$ cat src/rtl/hpm_pkg.sv
// shared constants and types for the halt power mode controller
package hpm_pkg;
   localparam int unsigned PORTA_W         = 8;
   localparam int unsigned IRQ_W           = 8;
   localparam int unsigned CLK_PERIOD_NS   = 100;
   // fast oscillator restart settle time in ns
   localparam int unsigned FAST_SETTLE_NS  = 1600;
   localparam int unsigned FAST_SETTLE_CYC =
      (FAST_SETTLE_NS + CLK_PERIOD_NS - 1) / CLK_PERIOD_NS;
   localparam int unsigned SETTLE_W        = 8;
   localparam logic        PDF_RST         = 1'b0;
   localparam logic        TOF_RST         = 1'b0;
   localparam logic        FSTAB_RST       = 1'b1;

   // power modes, run plus four halt modes, and the wake wait state
   typedef enum logic [2:0] {
      HPM_RUN,
      HPM_SLEEP,
      HPM_IDLE_SLOW,
      HPM_IDLE_BOTH,
      HPM_IDLE_FAST,
      HPM_WAKE_WAIT
   } hpm_state_t;

   // wake cause
   typedef enum logic [1:0] {
      HPM_WK_NONE,
      HPM_WK_PIN,
      HPM_WK_IRQ,
      HPM_WK_WDT
   } hpm_cause_t;
endpackage

$ cat src/rtl/hpm_wake_if.sv
// wake event bundle between detector and controller
`timescale 1ns/1ps
`default_nettype none
interface hpm_wake_if;
   logic pin_wake;
   logic irq_wake;
   logic wdt_wake;
   logic arm;
   modport det (output pin_wake, output irq_wake, output wdt_wake, input arm);
   modport ctl (input pin_wake, input irq_wake, input wdt_wake, output arm);
endinterface
`default_nettype wire

$ cat src/rtl/hpm_wake_det.sv
// synchronises wake sources and flags qualifying wake events
`timescale 1ns/1ps
`default_nettype none
module hpm_wake_det
(
   // clock and reset
   input  wire logic                        i_core_clk,
   input  wire logic                        i_rstn,
   // raw sources
   input  wire logic [hpm_pkg::PORTA_W-1:0] i_porta,
   input  wire logic [hpm_pkg::PORTA_W-1:0] i_wake_mask,
   input  wire logic [hpm_pkg::IRQ_W-1:0]   i_irq_req,
   input  wire logic                        i_wdt_ovf,
   // to controller
   hpm_wake_if.det                          wk
);
   logic [hpm_pkg::PORTA_W-1:0] pa_s1_r;
   logic [hpm_pkg::PORTA_W-1:0] pa_s2_r;
   logic [hpm_pkg::PORTA_W-1:0] pa_d_r;
   logic [hpm_pkg::IRQ_W-1:0]   irq_s1_r;
   logic [hpm_pkg::IRQ_W-1:0]   irq_s2_r;
   logic [hpm_pkg::IRQ_W-1:0]   irq_pre_r;
   logic                        wdt_s1_r;
   logic                        wdt_s2_r;
   logic                        arm_d_r;
   logic [hpm_pkg::PORTA_W-1:0] pa_fall;

   // two-stage synchronisers, first stage read only by the second
   always_ff @(posedge i_core_clk or negedge i_rstn)
   begin
      if (!i_rstn)
      begin
         pa_s1_r  <= '1;
         pa_s2_r  <= '1;
         pa_d_r   <= '1;
         irq_s1_r <= '0;
         irq_s2_r <= '0;
         wdt_s1_r <= 1'b0;
         wdt_s2_r <= 1'b0;
         arm_d_r  <= 1'b0;
         irq_pre_r <= '0;
      end
      else
      begin
         pa_s1_r  <= i_porta;
         pa_s2_r  <= pa_s1_r;
         pa_d_r   <= pa_s2_r;
         irq_s1_r <= i_irq_req;
         irq_s2_r <= irq_s1_r;
         wdt_s1_r <= i_wdt_ovf;
         wdt_s2_r <= wdt_s1_r;
         arm_d_r  <= wk.arm;
         // capture requests already pending at power-down entry
         if (wk.arm && !arm_d_r)
            irq_pre_r <= irq_s2_r;
         else if (!wk.arm)
            irq_pre_r <= '0;
      end
   end

   // per-pin falling edge, gated by its own wake enable
   genvar g;
   generate
      for (g = 0; g < hpm_pkg::PORTA_W; g++)
      begin : g_pin
         assign pa_fall[g] = i_wake_mask[g] & pa_d_r[g] & ~pa_s2_r[g];
      end
   endgenerate

   // only fresh interrupt requests wake; pre-set request flags are excluded, the watchdog overflow wakes on its level
   assign wk.pin_wake = wk.arm & (|pa_fall);
   assign wk.irq_wake = wk.arm & (|(irq_s2_r & ~irq_pre_r)) & arm_d_r;
   assign wk.wdt_wake = wk.arm & wdt_s2_r;
endmodule
`default_nettype wire

$ cat src/rtl/hpm_settle.sv
// fast oscillator stable flag: clears while disabled and on enable, sets after settle time
`timescale 1ns/1ps
`default_nettype none
module hpm_settle
(
   // clock and reset
   input  wire logic i_core_clk,
   input  wire logic i_rstn,
   // oscillator enable
   input  wire logic i_osc_en,
   // stable flag
   output logic      o_stable
);
   localparam logic [hpm_pkg::SETTLE_W-1:0] SETTLE_CNT =
      hpm_pkg::SETTLE_W'(hpm_pkg::FAST_SETTLE_CYC);

   logic [hpm_pkg::SETTLE_W-1:0] cnt_r;
   logic                         en_d_r;
   logic                         stable_r;
   wire                          en_rise = i_osc_en & ~en_d_r;

   // restart clears the flag first, then counts settle cycles
   always_ff @(posedge i_core_clk or negedge i_rstn)
   begin
      if (!i_rstn)
      begin
         cnt_r    <= '0;
         en_d_r   <= 1'b1;
         stable_r <= hpm_pkg::FSTAB_RST;
      end
      else
      begin
         en_d_r <= i_osc_en;
         if (!i_osc_en || en_rise)
         begin
            stable_r <= 1'b0;
            cnt_r    <= '0;
         end
         else if (!stable_r)
         begin
            cnt_r <= cnt_r + 1'b1;
            if (cnt_r == SETTLE_CNT - 1'b1)
               stable_r <= 1'b1;
         end
      end
   end

   assign o_stable = stable_r;

   a_settle_time: assert property (@(posedge i_core_clk) disable iff (!i_rstn)
      en_rise |=> !o_stable [*8]) else $error("stable flag set too early");
endmodule
`default_nettype wire

$ cat src/rtl/hpm_ctrl.sv
`timescale 1ns/1ps
`default_nettype none
module hpm_ctrl
(
   // clock and reset
   input  wire logic                        i_core_clk,
   input  wire logic                        i_rstn,
   // core instruction strobes
   input  wire logic                        i_halt_exec,
   input  wire logic                        i_watchdog_clear_instruction,
   // system clock control bits
   input  wire logic                        i_fast_osc_keep_on_halt,
   input  wire logic                        i_slow_osc_keep_on_halt,
   input  wire logic                        i_wdt_enable,
   // wake sources
   input  wire logic [hpm_pkg::PORTA_W-1:0] i_porta,
   input  wire logic [hpm_pkg::PORTA_W-1:0] i_porta_wake_enable_mask,
   input  wire logic [hpm_pkg::IRQ_W-1:0]   i_irq_req,
   input  wire logic [hpm_pkg::IRQ_W-1:0]   i_irq_enable,
   input  wire logic                        i_stack_full,
   input  wire logic                        i_wdt_ovf,
   // core control
   output logic                             o_core_halt,
   output logic                             o_resume_next,
   output logic                             o_take_irq,
   output logic                             o_pc_sp_reset,
   output logic                             o_hold_state,
   // clocks and watchdog
   output logic                             o_fast_clk_en,
   output logic                             o_slow_clk_en,
   output logic                             o_wdt_clear,
   // status flags
   output logic                             o_power_down_flag,
   output logic                             o_watchdog_timeout_flag,
   output logic                             o_fast_osc_stable_flag,
   output logic [2:0]                       o_mode
);
   hpm_wake_if wk ();

   hpm_pkg::hpm_state_t state_r;
   hpm_pkg::hpm_state_t state_nxt;
   hpm_pkg::hpm_cause_t cause_r;
   hpm_pkg::hpm_cause_t cause_nxt;
   logic                pdf_r;
   logic                tof_r;
   logic                halt_r;
   logic                resume_r;
   logic                take_irq_r;
   logic                pcsp_r;
   logic                wdtclr_r;
   logic                fast_en_r;
   logic                slow_en_r;
   logic                fast_stable;
   logic                any_wake;
   logic                halted;
   logic                irq_serviceable;
   logic                leave_wait;
   logic [hpm_pkg::IRQ_W-1:0] irq_s1_r;
   logic [hpm_pkg::IRQ_W-1:0] irq_s2_r;
   logic [hpm_pkg::IRQ_W-1:0] irq_en_r;
   logic                sfull_r;

   hpm_wake_det u_det
   (
      .i_core_clk  (i_core_clk),
      .i_rstn      (i_rstn),
      .i_porta     (i_porta),
      .i_wake_mask (i_porta_wake_enable_mask),
      .i_irq_req   (i_irq_req),
      .i_wdt_ovf   (i_wdt_ovf),
      .wk          (wk)
   );

   hpm_settle u_settle
   (
      .i_core_clk (i_core_clk),
      .i_rstn     (i_rstn),
      .i_osc_en   (fast_en_r),
      .o_stable   (fast_stable)
   );

   // halted states and wake decode; core waits until a wake arrives
   assign halted    = (state_r == hpm_pkg::HPM_SLEEP) || (state_r == hpm_pkg::HPM_IDLE_SLOW)
                   || (state_r == hpm_pkg::HPM_IDLE_BOTH) || (state_r == hpm_pkg::HPM_IDLE_FAST);
   assign wk.arm    = halted;
   assign any_wake  = wk.pin_wake | wk.irq_wake | wk.wdt_wake;
   // interrupt gets its vector only if enabled and stack has room
   assign irq_serviceable = (|(irq_s2_r & irq_en_r)) & ~sfull_r;
   // resume only after the fast oscillator reports stable
   assign leave_wait = (state_r == hpm_pkg::HPM_WAKE_WAIT) && fast_stable;

   // next state: mode chosen by the two keep-on bits at halt
   always_comb
   begin
      state_nxt = state_r;
      cause_nxt = cause_r;
      case (state_r)
         hpm_pkg::HPM_RUN:
            if (i_halt_exec)
            begin
               case ({i_fast_osc_keep_on_halt, i_slow_osc_keep_on_halt})
                  2'b00:   state_nxt = hpm_pkg::HPM_SLEEP;
                  2'b01:   state_nxt = hpm_pkg::HPM_IDLE_SLOW;
                  2'b11:   state_nxt = hpm_pkg::HPM_IDLE_BOTH;
                  default: state_nxt = hpm_pkg::HPM_IDLE_FAST;
               endcase
            end
         hpm_pkg::HPM_SLEEP,
         hpm_pkg::HPM_IDLE_SLOW,
         hpm_pkg::HPM_IDLE_BOTH,
         hpm_pkg::HPM_IDLE_FAST:
            if (any_wake)
            begin
               state_nxt = hpm_pkg::HPM_WAKE_WAIT;
               // watchdog has priority, then interrupt, then pin
               if (wk.wdt_wake)
                  cause_nxt = hpm_pkg::HPM_WK_WDT;
               else if (wk.irq_wake)
                  cause_nxt = hpm_pkg::HPM_WK_IRQ;
               else
                  cause_nxt = hpm_pkg::HPM_WK_PIN;
            end
         hpm_pkg::HPM_WAKE_WAIT:
            if (fast_stable)
            begin
               state_nxt = hpm_pkg::HPM_RUN;
               cause_nxt = hpm_pkg::HPM_WK_NONE;
            end
         default:
            state_nxt = hpm_pkg::HPM_RUN;
      endcase
   end

   // state, flags and core strobes
   always_ff @(posedge i_core_clk or negedge i_rstn)
   begin
      if (!i_rstn)
      begin
         state_r    <= hpm_pkg::HPM_RUN;
         cause_r    <= hpm_pkg::HPM_WK_NONE;
         pdf_r      <= hpm_pkg::PDF_RST;
         tof_r      <= hpm_pkg::TOF_RST;
         halt_r     <= 1'b0;
         resume_r   <= 1'b0;
         take_irq_r <= 1'b0;
         pcsp_r     <= 1'b0;
         wdtclr_r   <= 1'b0;
         irq_s1_r   <= '0;
         irq_s2_r   <= '0;
         irq_en_r   <= '0;
         sfull_r    <= 1'b0;
      end
      else
      begin
         state_r  <= state_nxt;
         cause_r  <= cause_nxt;
         irq_s1_r <= i_irq_req;
         irq_s2_r <= irq_s1_r;
         irq_en_r <= i_irq_enable;
         sfull_r  <= i_stack_full;
         // core stays stopped from halt until the oscillator settles
         halt_r   <= (state_nxt != hpm_pkg::HPM_RUN);
         wdtclr_r <= (state_r == hpm_pkg::HPM_RUN) && i_halt_exec;
         if ((state_r == hpm_pkg::HPM_RUN) && i_halt_exec)
         begin
            pdf_r <= 1'b1;
            tof_r <= 1'b0;
         end
         else if (halted && wk.wdt_wake)
            tof_r <= 1'b1;
         else if (i_watchdog_clear_instruction)
            pdf_r <= 1'b0;
         resume_r   <= leave_wait && ((cause_r == hpm_pkg::HPM_WK_PIN)
                    || ((cause_r == hpm_pkg::HPM_WK_IRQ) && !irq_serviceable));
         take_irq_r <= leave_wait && (cause_r == hpm_pkg::HPM_WK_IRQ)
                    && irq_serviceable;
         pcsp_r     <= leave_wait && (cause_r == hpm_pkg::HPM_WK_WDT);
      end
   end

   // clock gates follow the halt mode
   always_ff @(posedge i_core_clk or negedge i_rstn)
   begin
      if (!i_rstn)
      begin
         fast_en_r <= 1'b1;
         slow_en_r <= 1'b1;
      end
      else
      begin
         fast_en_r <= !((state_nxt == hpm_pkg::HPM_SLEEP)
                    || (state_nxt == hpm_pkg::HPM_IDLE_SLOW));
         // the watchdog needs its slow clock even when keep-on is low
         slow_en_r <= !(((state_nxt == hpm_pkg::HPM_SLEEP)
                    || (state_nxt == hpm_pkg::HPM_IDLE_FAST)) && !i_wdt_enable);
      end
   end

   assign o_core_halt             = halt_r;
   assign o_hold_state            = halt_r;
   assign o_resume_next           = resume_r;
   assign o_take_irq              = take_irq_r;
   assign o_pc_sp_reset           = pcsp_r;
   assign o_fast_clk_en           = fast_en_r;
   assign o_slow_clk_en           = slow_en_r;
   assign o_wdt_clear             = wdtclr_r;
   assign o_power_down_flag       = pdf_r;
   assign o_watchdog_timeout_flag = tof_r;
   assign o_fast_osc_stable_flag  = fast_stable;
   assign o_mode                  = state_r;

   a_halt_sets_pdf: assert property (@(posedge i_core_clk) disable iff (!i_rstn)
      (state_r == hpm_pkg::HPM_RUN && i_halt_exec) |=> (o_power_down_flag && !o_watchdog_timeout_flag))
      else $error("halt did not set pdf and clear to");
   a_sleep_entry: assert property (@(posedge i_core_clk) disable iff (!i_rstn)
      (state_r == hpm_pkg::HPM_RUN && i_halt_exec && !i_fast_osc_keep_on_halt
       && !i_slow_osc_keep_on_halt) |=> (state_r == hpm_pkg::HPM_SLEEP) && !o_fast_clk_en)
      else $error("sleep not entered");
   a_idle_slow: assert property (@(posedge i_core_clk) disable iff (!i_rstn)
      (state_r == hpm_pkg::HPM_RUN && i_halt_exec && !i_fast_osc_keep_on_halt
       && i_slow_osc_keep_on_halt) |=> (state_r == hpm_pkg::HPM_IDLE_SLOW) && o_slow_clk_en)
      else $error("idle slow not entered");
   a_idle_both: assert property (@(posedge i_core_clk) disable iff (!i_rstn)
      (state_r == hpm_pkg::HPM_RUN && i_halt_exec && i_fast_osc_keep_on_halt
       && i_slow_osc_keep_on_halt) |=> (state_r == hpm_pkg::HPM_IDLE_BOTH) && o_fast_clk_en)
      else $error("idle both not entered");
   a_idle_fast: assert property (@(posedge i_core_clk) disable iff (!i_rstn)
      (state_r == hpm_pkg::HPM_RUN && i_halt_exec && i_fast_osc_keep_on_halt
       && !i_slow_osc_keep_on_halt) |=> (state_r == hpm_pkg::HPM_IDLE_FAST))
      else $error("idle fast not entered");
   a_wdt_cleared: assert property (@(posedge i_core_clk) disable iff (!i_rstn)
      (state_r == hpm_pkg::HPM_RUN && i_halt_exec) |=> o_wdt_clear ##1 !o_wdt_clear)
      else $error("watchdog not cleared once");
   a_wdt_wake_to: assert property (@(posedge i_core_clk) disable iff (!i_rstn)
      (halted && wk.wdt_wake) |=> o_watchdog_timeout_flag)
      else $error("time-out flag not set");
   a_no_run_unstable: assert property (@(posedge i_core_clk) disable iff (!i_rstn)
      (state_r == hpm_pkg::HPM_WAKE_WAIT && !fast_stable) |=> o_core_halt)
      else $error("core released before stable");
   a_slow_for_wdt: assert property (@(posedge i_core_clk) disable iff (!i_rstn)
      (halted && i_wdt_enable && $stable(i_wdt_enable)) |-> o_slow_clk_en)
      else $error("slow clock off with watchdog");
   a_halt_holds: assert property (@(posedge i_core_clk) disable iff (!i_rstn)
      (halted && !any_wake) |=> halted)
      else $error("left halt without wake");

   // release pulses must match the recorded wake cause
   a_pin_resume: assert property (@(posedge i_core_clk) disable iff (!i_rstn)
      (leave_wait && cause_r == hpm_pkg::HPM_WK_PIN) |=> (o_resume_next && !o_take_irq))
      else $error("pin wake did not resume after halt");
   a_irq_vector: assert property (@(posedge i_core_clk) disable iff (!i_rstn)
      (leave_wait && cause_r == hpm_pkg::HPM_WK_IRQ && irq_serviceable)
      |=> (o_take_irq && !o_resume_next))
      else $error("serviceable interrupt not vectored");
   a_irq_deferred: assert property (@(posedge i_core_clk) disable iff (!i_rstn)
      (leave_wait && cause_r == hpm_pkg::HPM_WK_IRQ && !irq_serviceable)
      |=> (o_resume_next && !o_take_irq))
      else $error("deferred interrupt did not resume");
   a_wdt_pcsp: assert property (@(posedge i_core_clk) disable iff (!i_rstn)
      (leave_wait && cause_r == hpm_pkg::HPM_WK_WDT) |=> (o_pc_sp_reset && !o_resume_next))
      else $error("watchdog wake did not reset pc");
   a_release_once: assert property (@(posedge i_core_clk) disable iff (!i_rstn)
      o_resume_next |=> !o_resume_next)
      else $error("resume pulse too long");
   a_stay_wait: assert property (@(posedge i_core_clk) disable iff (!i_rstn)
      (state_r == hpm_pkg::HPM_WAKE_WAIT && !fast_stable) |=> (state_r == hpm_pkg::HPM_WAKE_WAIT))
      else $error("left wake wait before stable");

   // flag and clock gate checks, in run and while halted
   a_pdf_clear: assert property (@(posedge i_core_clk) disable iff (!i_rstn)
      (state_r == hpm_pkg::HPM_RUN && !i_halt_exec && i_watchdog_clear_instruction)
      |=> !o_power_down_flag)
      else $error("clear watchdog left power-down set");
   a_halt_ignored: assert property (@(posedge i_core_clk) disable iff (!i_rstn)
      (state_r != hpm_pkg::HPM_RUN && i_halt_exec) |=> !o_wdt_clear)
      else $error("halt taken outside run");
   a_sleep_fast_off: assert property (@(posedge i_core_clk) disable iff (!i_rstn)
      (state_r == hpm_pkg::HPM_SLEEP) |-> !o_fast_clk_en)
      else $error("fast clock on in sleep");
   a_both_clocks_on: assert property (@(posedge i_core_clk) disable iff (!i_rstn)
      (state_r == hpm_pkg::HPM_IDLE_BOTH) |-> (o_fast_clk_en && o_slow_clk_en))
      else $error("clock off in idle both");
   a_fast_idle_slow: assert property (@(posedge i_core_clk) disable iff (!i_rstn)
      (state_r == hpm_pkg::HPM_IDLE_FAST && !i_wdt_enable && $stable(i_wdt_enable))
      |-> (o_fast_clk_en && !o_slow_clk_en))
      else $error("wrong clocks in idle fast");
endmodule
`default_nettype wire

$ cat config.mk
export PLATFORM = sky130hd
export DESIGN_NAME = hpm_ctrl
export DESIGN_NICKNAME = d
export VERILOG_FILES = /design/src/rtl/hpm_pkg.sv /design/src/rtl/hpm_wake_if.sv /design/src/rtl/hpm_wake_det.sv /design/src/rtl/hpm_settle.sv /design/src/rtl/hpm_ctrl.sv
export SDC_FILE = /design/constraint.sdc
export NUM_CORES = 1
export LEC_CHECK = 0
export BUFFER_PORTS_ARGS = -buffer_cell sky130_fd_sc_hd__buf_4
export CORE_ASPECT_RATIO = 0.5
export CORE_MARGIN = 5
export CORE_UTILIZATION = 61
export CTS_BUF_LIST = sky130_fd_sc_hd__clkbuf_8
export CTS_CLUSTER_SIZE = 28
export DETAILED_ROUTE_END_ITERATION = 10
export HOLD_SLACK_MARGIN = 0.12
export PLACE_DENSITY = 0.86
export SKIP_CTS_REPAIR_TIMING = 1
export SLEW_MARGIN = 5
export SYNTH_ARGS = -nofsm -noshare
export SYNTH_HDL_FRONTEND = slang
export SYNTH_SLANG_ARGS = --single-unit
export TNS_END_PERCENT = 100
$ cat constraint.sdc
create_clock -name i_core_clk -period 3.6 [get_ports i_core_clk]
set_input_delay 0.18 -clock i_core_clk [delete_from_list [all_inputs] [get_ports i_core_clk]]
set_output_delay 0.18 -clock i_core_clk [all_outputs]
set_load 0.05 [all_outputs]
Word-level counts from Yosys, hierarchy flattened
Cells that the tools add are included.
{"block": "totals", "in_bits": 41, "reg_bits": 84}
{"block": "op_classes", "n_reduce_logical": 35, "n_bitwise": 37, "n_mux": 22, "n_eq_ne": 19, "addsub": 1}
{"operator": "$mux W8", "count": 4}
{"operator": "$reduce_or A8 Y1", "count": 3}
{"operator": "$and A1 B1 Y1", "count": 22}
{"operator": "$pmux W3 S3", "count": 2}
{"operator": "$and A8 B8 Y8", "count": 2}
{"operator": "$logic_and A1 B1 Y1", "count": 10}
{"operator": "$not A1 Y1", "count": 10}
{"operator": "$eq A3 B2 Y1 const B", "count": 3}
{"operator": "$eq A3 B3 Y1 const B", "count": 3}
{"operator": "$mux W3", "count": 3}
{"operator": "$add A8 B1 Y8 const B", "count": 1}
{"operator": "$eq A8 B4 Y1 const B", "count": 1}
{"operator": "$mux W1", "count": 8}
{"operator": "$mux W2", "count": 4}
{"operator": "$not A8 Y8", "count": 1}
{"operator": "$logic_or A1 B1 Y1", "count": 7}
{"operator": "$eq A2 B2 Y1 const B", "count": 3}
{"operator": "$eq A3 B1 Y1 const B", "count": 2}
{"operator": "$logic_not A1 Y1", "count": 6}
{"operator": "$ne A2 B2 Y1 const B", "count": 3}
{"operator": "$reduce_bool A2 Y1", "count": 3}
{"operator": "$eq A2 B1 Y1 const B", "count": 2}
{"operator": "$ne A2 B1 Y1 const B", "count": 2}
{"operator": "$pmux W2 S2", "count": 1}
{"operator": "other kinds (7)", "count": 8}

Depth between registers and ports, before layout
{"block": "depth", "ltp_word": 14, "mapped_depth": 7, "depth_no_buf": 7}

Modules after synthesis
From an unflattened synthesis, not the netlist that was laid out.
{"block": "hier_totals", "hier_cells": 236, "hier_area_um2": 3429.5}
{"module": "hpm_wake_det", "area_per_inst_um2": 1589.0, "instances": 1, "cells_per_inst": 95}
{"module": "hpm_ctrl", "area_per_inst_um2": 1365.1, "instances": 1, "cells_per_inst": 98}
{"module": "hpm_settle", "area_per_inst_um2": 475.5, "instances": 1, "cells_per_inst": 43}

Worst setup path after synthesis
Ideal clock, no wire load.
{"block": "synth_timing", "kind": "register to register", "start": "register state_r[1] (netlist: o_mode[1])", "end": "register halt_r (netlist: o_core_halt)", "t_arrival_ps": 1791, "setup_slack_ps": 1649, "period_less_slack_ps": 1951, "n_path_buf": 1, "path_stages_with_launch": 8, "cell_sequence": "dfrtp_1 > buf_2 > nor2_2 > xor2_2 > inv_4 > o311a_4 > nor3_4 > nand4_1"}
{"block": "synth_via", "elab_chain_len": 11}
{"item": "start: declaration", "line": "hpm_ctrl.sv:40", "source": "hpm_pkg::hpm_state_t state_r;"}
{"item": "start signal: assignment", "line": "hpm_ctrl.sv:139", "source": "state_r <= hpm_pkg::HPM_RUN;"}
{"item": "start signal: assignment", "line": "hpm_ctrl.sv:155", "source": "state_r <= state_nxt;"}
{"item": "$eq A3 B1 Y1 / $eq A3 B2 Y1 (equally long branches)", "line": "hpm_ctrl.sv:83", "source": "assign halted = (state_r == hpm_pkg::HPM_SLEEP) || (state_r == hpm_pkg::HPM_IDLE_SLOW)"}
{"item": "$logic_or A1 B1 Y1", "line": "hpm_ctrl.sv:83"}
{"item": "$logic_or A1 B1 Y1", "line": "hpm_ctrl.sv:84", "source": "|| (state_r == hpm_pkg::HPM_IDLE_BOTH) || (state_r == hpm_pkg::HPM_IDLE_FAST);"}
{"item": "$logic_or A1 B1 Y1 *", "line": "hpm_ctrl.sv:84"}
{"item": "via halted", "line": "hpm_ctrl.sv:55", "source": "logic halted;"}
{"item": "$and A1 B1 Y1 (2 in a row)", "line": "hpm_wake_det.sv:72", "source": "assign wk.irq_wake = wk.arm & (|(irq_s2_r & ~irq_pre_r)) & arm_d_r;"}
{"item": "$or A1 B1 Y1", "line": "hpm_ctrl.sv:86", "source": "assign any_wake = wk.pin_wake | wk.irq_wake | wk.wdt_wake;"}
{"item": "$or A1 B1 Y1 *", "line": "hpm_ctrl.sv:86"}
{"item": "$mux W3 *", "line": "hpm_ctrl.sv:112", "source": "if (any_wake)"}
{"item": "$pmux W3 S3 *", "line": "hpm_ctrl.sv:97", "source": "case (state_r)"}
{"item": "$reduce_bool A3 Y1 *", "line": "hpm_ctrl.sv:162", "source": "halt_r <= (state_nxt != hpm_pkg::HPM_RUN);"}
{"item": "end signal: assignment", "line": "hpm_ctrl.sv:162"}
{"item": "end: declaration", "line": "hpm_ctrl.sv:46", "source": "logic halt_r;"}
The timed path passes the listed nets; every way through them passes the cells marked *.
A chain may end at the register's enable or synchronous reset.

Worst setup path in the final report
{"block": "layout_timing", "start": "register u_det.pa_s2_r[6] (netlist bit)", "end": "register cause_r[0]"}
{"block": "layout_via", "elab_chain_len": 8}
{"item": "start: declaration", "line": "hpm_wake_det.sv:18", "source": "logic [hpm_pkg::PORTA_W-1:0] pa_s2_r;"}
{"item": "start signal: assignment", "line": "hpm_wake_det.sv:46", "source": "pa_s2_r <= pa_s1_r;"}
{"item": "$not A1 Y1", "line": "hpm_wake_det.sv:66", "source": "assign pa_fall[g] = i_wake_mask[g] & pa_d_r[g] & ~pa_s2_r[g];"}
{"item": "$and A1 B1 Y1", "line": "hpm_wake_det.sv:66"}
{"item": "$reduce_or A8 Y1", "line": "hpm_wake_det.sv:71", "source": "assign wk.pin_wake = wk.arm & (|pa_fall);"}
{"item": "$and A1 B1 Y1", "line": "hpm_wake_det.sv:71"}
{"item": "$or A1 B1 Y1 (2 in a row)", "line": "hpm_ctrl.sv:86"}
{"item": "$ne A2 B2 Y1 (no line)"}
{"item": "$reduce_and A3 Y1 (no line)"}
{"item": "end signal: assignment", "line": "hpm_ctrl.sv:140", "source": "cause_r <= hpm_pkg::HPM_WK_NONE;"}
{"item": "end signal: assignment", "line": "hpm_ctrl.sv:156", "source": "cause_r <= cause_nxt;"}
{"item": "end: declaration", "line": "hpm_ctrl.sv:42", "source": "hpm_pkg::hpm_cause_t cause_r;"}
Every way passes these cells.

==> flow_metrics.env <==
export IMPL_synth_edf_count=0
export IMPL_timing_fmax_mhz=509
export IMPL_arrival_ns=2.16
export IMPL_setup_worst_path_end_class="flop"
export IMPL_period_needed_ns=1.97
export IMPL_final_core_util_pct=86.0
export IMPL_finalSetupTns_ns=0
export IMPL_clock_sinks=84
export IMPL_htreeDepth=3
export IMPL_maxCapViolCount=0
export IMPL_initial_core_util_pct=65.1
export IMPL_wl_um=6930
export IMPL_synth_avg_cell_area_sq_um=13.9
export IMPL_syn_to_final_growth_pct=31.9
export IMPL_hpwl_um=3730
export IMPL_grt_pass1_wl_um=8850
export IMPL_clock_latency_ns=0.35
export IMPL_start_kind="flop"
export IMPL_use_met2_pct=30.1
export IMPL_crit_path_cell_trace="o22ai_1 > or2_2 > o31ai_1 > a221oi_1"
export IMPL_cpPeakStageDelay_ns=0.63
export IMPL_drive_gt1_share_pct=34.4
export IMPL_synth_nets=256
export IMPL_regArea_sq_um=2140
export IMPL_finalSetupViolations=0
export IMPL_n_fill_cell=208
export IMPL_layout_nets=346
export IMPL_io_pins=55
export IMPL_dieArea_sq_um=6440
export IMPL_cts_reportedPaths_clkPinSlew_ns=0.09
export IMPL_numCtsBuffers=9
export IMPL_cts_tree="yes"
export IMPL_grt_max_degree=85
export IMPL_wl_per_cell_um=18.5
export IMPL_gr_max_usage_layer="met2"
export IMPL_required_ns=3.79
export IMPL_rsz0062_at_grt="no"
export IMPL_antenna_found_initial=0
export IMPL_worst_slack_ns=1.63
export IMPL_relSlewSlack_pct=36.0
export IMPL_first_pass_iters=4
export IMPL_slew_viol_final=0
export IMPL_diodes=0
export IMPL_grt_pass1_vias=1894
export IMPL_rows=17
export IMPL_track_usage_pct=18.9
export IMPL_drtAntennaViolNets=0
export IMPL_core_area_sq_um=4550
export IMPL_holdCritPathClass="in2reg"
export IMPL_fp_dieW_um=109
export IMPL_status="finished clean"
export IMPL_synth_async_reset_ratio_pct=100
export IMPL_final_cells=374
export IMPL_portBuffers=54
export IMPL_crit_fanout=6
export IMPL_ff2ff_setup_slack_ns=1.63
export IMPL_gp_congestion=0.851
export IMPL_finalCritPeriodShare_pct=54.6
export IMPL_leakage_nw=1.82
export IMPL_yosysSeqAreaShare_pct=72.1
export IMPL_ys_warn_count=0
export IMPL_num_vias=1983
export IMPL_grt_util_met3_pct=6.96
export IMPL_cp_slowest_cell="o31ai_1"
export IMPL_place_inst=329
export IMPL_cts_max_path_buffers=2
export IMPL_drc=0
export IMPL_crit_type="reg2reg"
export IMPL_tightest_slew_ns=0.960
export IMPL_first_iter_violations=172
export IMPL_ctsRootBufferMaster="clkbuf_8"
export IMPL_hold_viol=0
export IMPL_fin_skew_ns=0.00794
export IMPL_ys_flop_type="dfrtp_1"
export IMPL_synth_seq_cells=84
export IMPL_powerDensity_nw_per_um2=612
export IMPL_syn_inst=213
export IMPL_gr_total_overflow=0
export IMPL_synth_cell_area_sq_um=2970
export IMPL_die_y_um=59.3
export IMPL_grt_use_met1_pct=24.0
export IMPL_synthDistinctLibCells=45
export IMPL_fin_hold_ws_ns=0.135
export IMPL_dp_slack_ns=1.77
export IMPL_ir_drop_mv=0.389
export IMPL_multiInputGateArea_sq_um=772
export IMPL_via_per_inst=5.30
stage by stage:
| stage | power [mW] | instance area, sq um |
|---|---|---|
| finish | 2.39 | 3910 |
| global route | 2.52 | 3910 |
| CTS | 2.34 | 3620 |
| detailed placement | 1.72 | 3430 |
| global placement | 1.69 | 3430 |
| floorplan | 1.55 | 2970 |
placed cells by master (no fill, tap or decap), types with 2 or more instances in the layout:
master / instances
nand2b_1: 5
nand4_1: 2
nand3_1: 4
dfrtp_1: 56
a22oi_1: 4
buf_4: 54
mux2i_1: 10
o21ai_0: 3
xor2_1: 3
ha_1: 2
inv_6: 5
nor3_1: 3
dlygate4sd3_1: 29
nor2b_1: 2
and3_1: 3
xnor2_1: 6
dfstp_2: 28
and4b_1: 2
o22ai_1: 6
clkbuf_8: 9
nor2_1: 22
inv_1: 8
nand2_1: 17
layout make-up:
cell class	count	area share (%)
clock buffer	9	3.17
tap	66	2.11
clock inverter	7	1.66
inverter	9	0.927
timing repair buffer	83	17.8
sequential	84	54.6
multi-input combinational	116	19.7
logic make-up after synthesis:
kind of cell               synth area share, %
muxes                                     3.38
xor gates and xnor gates                  3.21
DFF                                       72.1
buffers and inverters                     1.90
adders and majority gates                0.844
AOI/OAI and AO/OA                         6.16
and+or+nand+nor                           12.4
Yosys cell counts, types with 2 or more instances:
cell / count / area (sq um)
dfrtp_1: 56 / 1400
dfstp_2: 28 / 736
nor2_1: 22 / 82.6
nand2_1: 17 / 63.8
mux2i_1: 10 / 100
inv_1: 8 / 30.0
o22ai_1: 6 / 37.5
xnor2_1: 6 / 52.6
nand2b_1: 5 / 31.3
a22oi_1: 4 / 30.0
nand3_1: 4 / 20.0
and3_1: 3 / 18.8
nor3_1: 3 / 15.0
o21ai_0: 3 / 15.0
xor2_1: 3 / 26.3
and4b_1: 2 / 20.0
clkbuf_1: 2 / 7.51
ha_1: 2 / 25.0
nand4_1: 2 / 12.5
nor2b_1: 2 / 12.5
final timing paths:
path | from | endpoint | cells after the start
setup / recovery | u_det.pa_s2_r[6] | cause_r[0] | 4
hold / removal | i_slow_osc_keep_on_halt | o_mode[1] | 3
setup reg to reg | u_det.pa_s2_r[6] | cause_r[0] | 4
hold reg to reg | u_det.pa_s1_r[0] | u_det.pa_s2_r[0] | 0
max in group asynchronous | i_rstn | u_settle.cnt_r[7] | 2
min in group asynchronous | i_rstn | u_det.irq_s1_r[2] | 2
layer usage:
metal	wire length, um	vias up
met1	2850	1007
met3	453	8
met2	3550	71
met5	0	-
met4	75	0
li1	-	897
critical path: cells and delay by family (launching register included):
family          cells  cell delay [ns]
compound gates      3             0.92
flops               1             0.55
simple gates        1             0.34
power breakdown:
group	total [mW]	leakage, nW	internal (mW)	switching, mW
logic	0.544	0.744	0.230	0.314
clock network	0.632	0.0982	0.267	0.365
registers	1.22	0.979	1.09	0.125
registers in the layout, indices dropped and copies added (netlist names), 3 cells and up:
register         cells
u_det.pa_s1_r        8
u_det.pa_d_r         8
u_det.irq_pre_r      8
u_settle.cnt_r       8
u_det.irq_s1_r       8
irq_s2_r             8
irq_en_r             8
u_det.pa_s2_r        8
o_mode               3
Note: power is estimated with default switching activity, not from simulation.
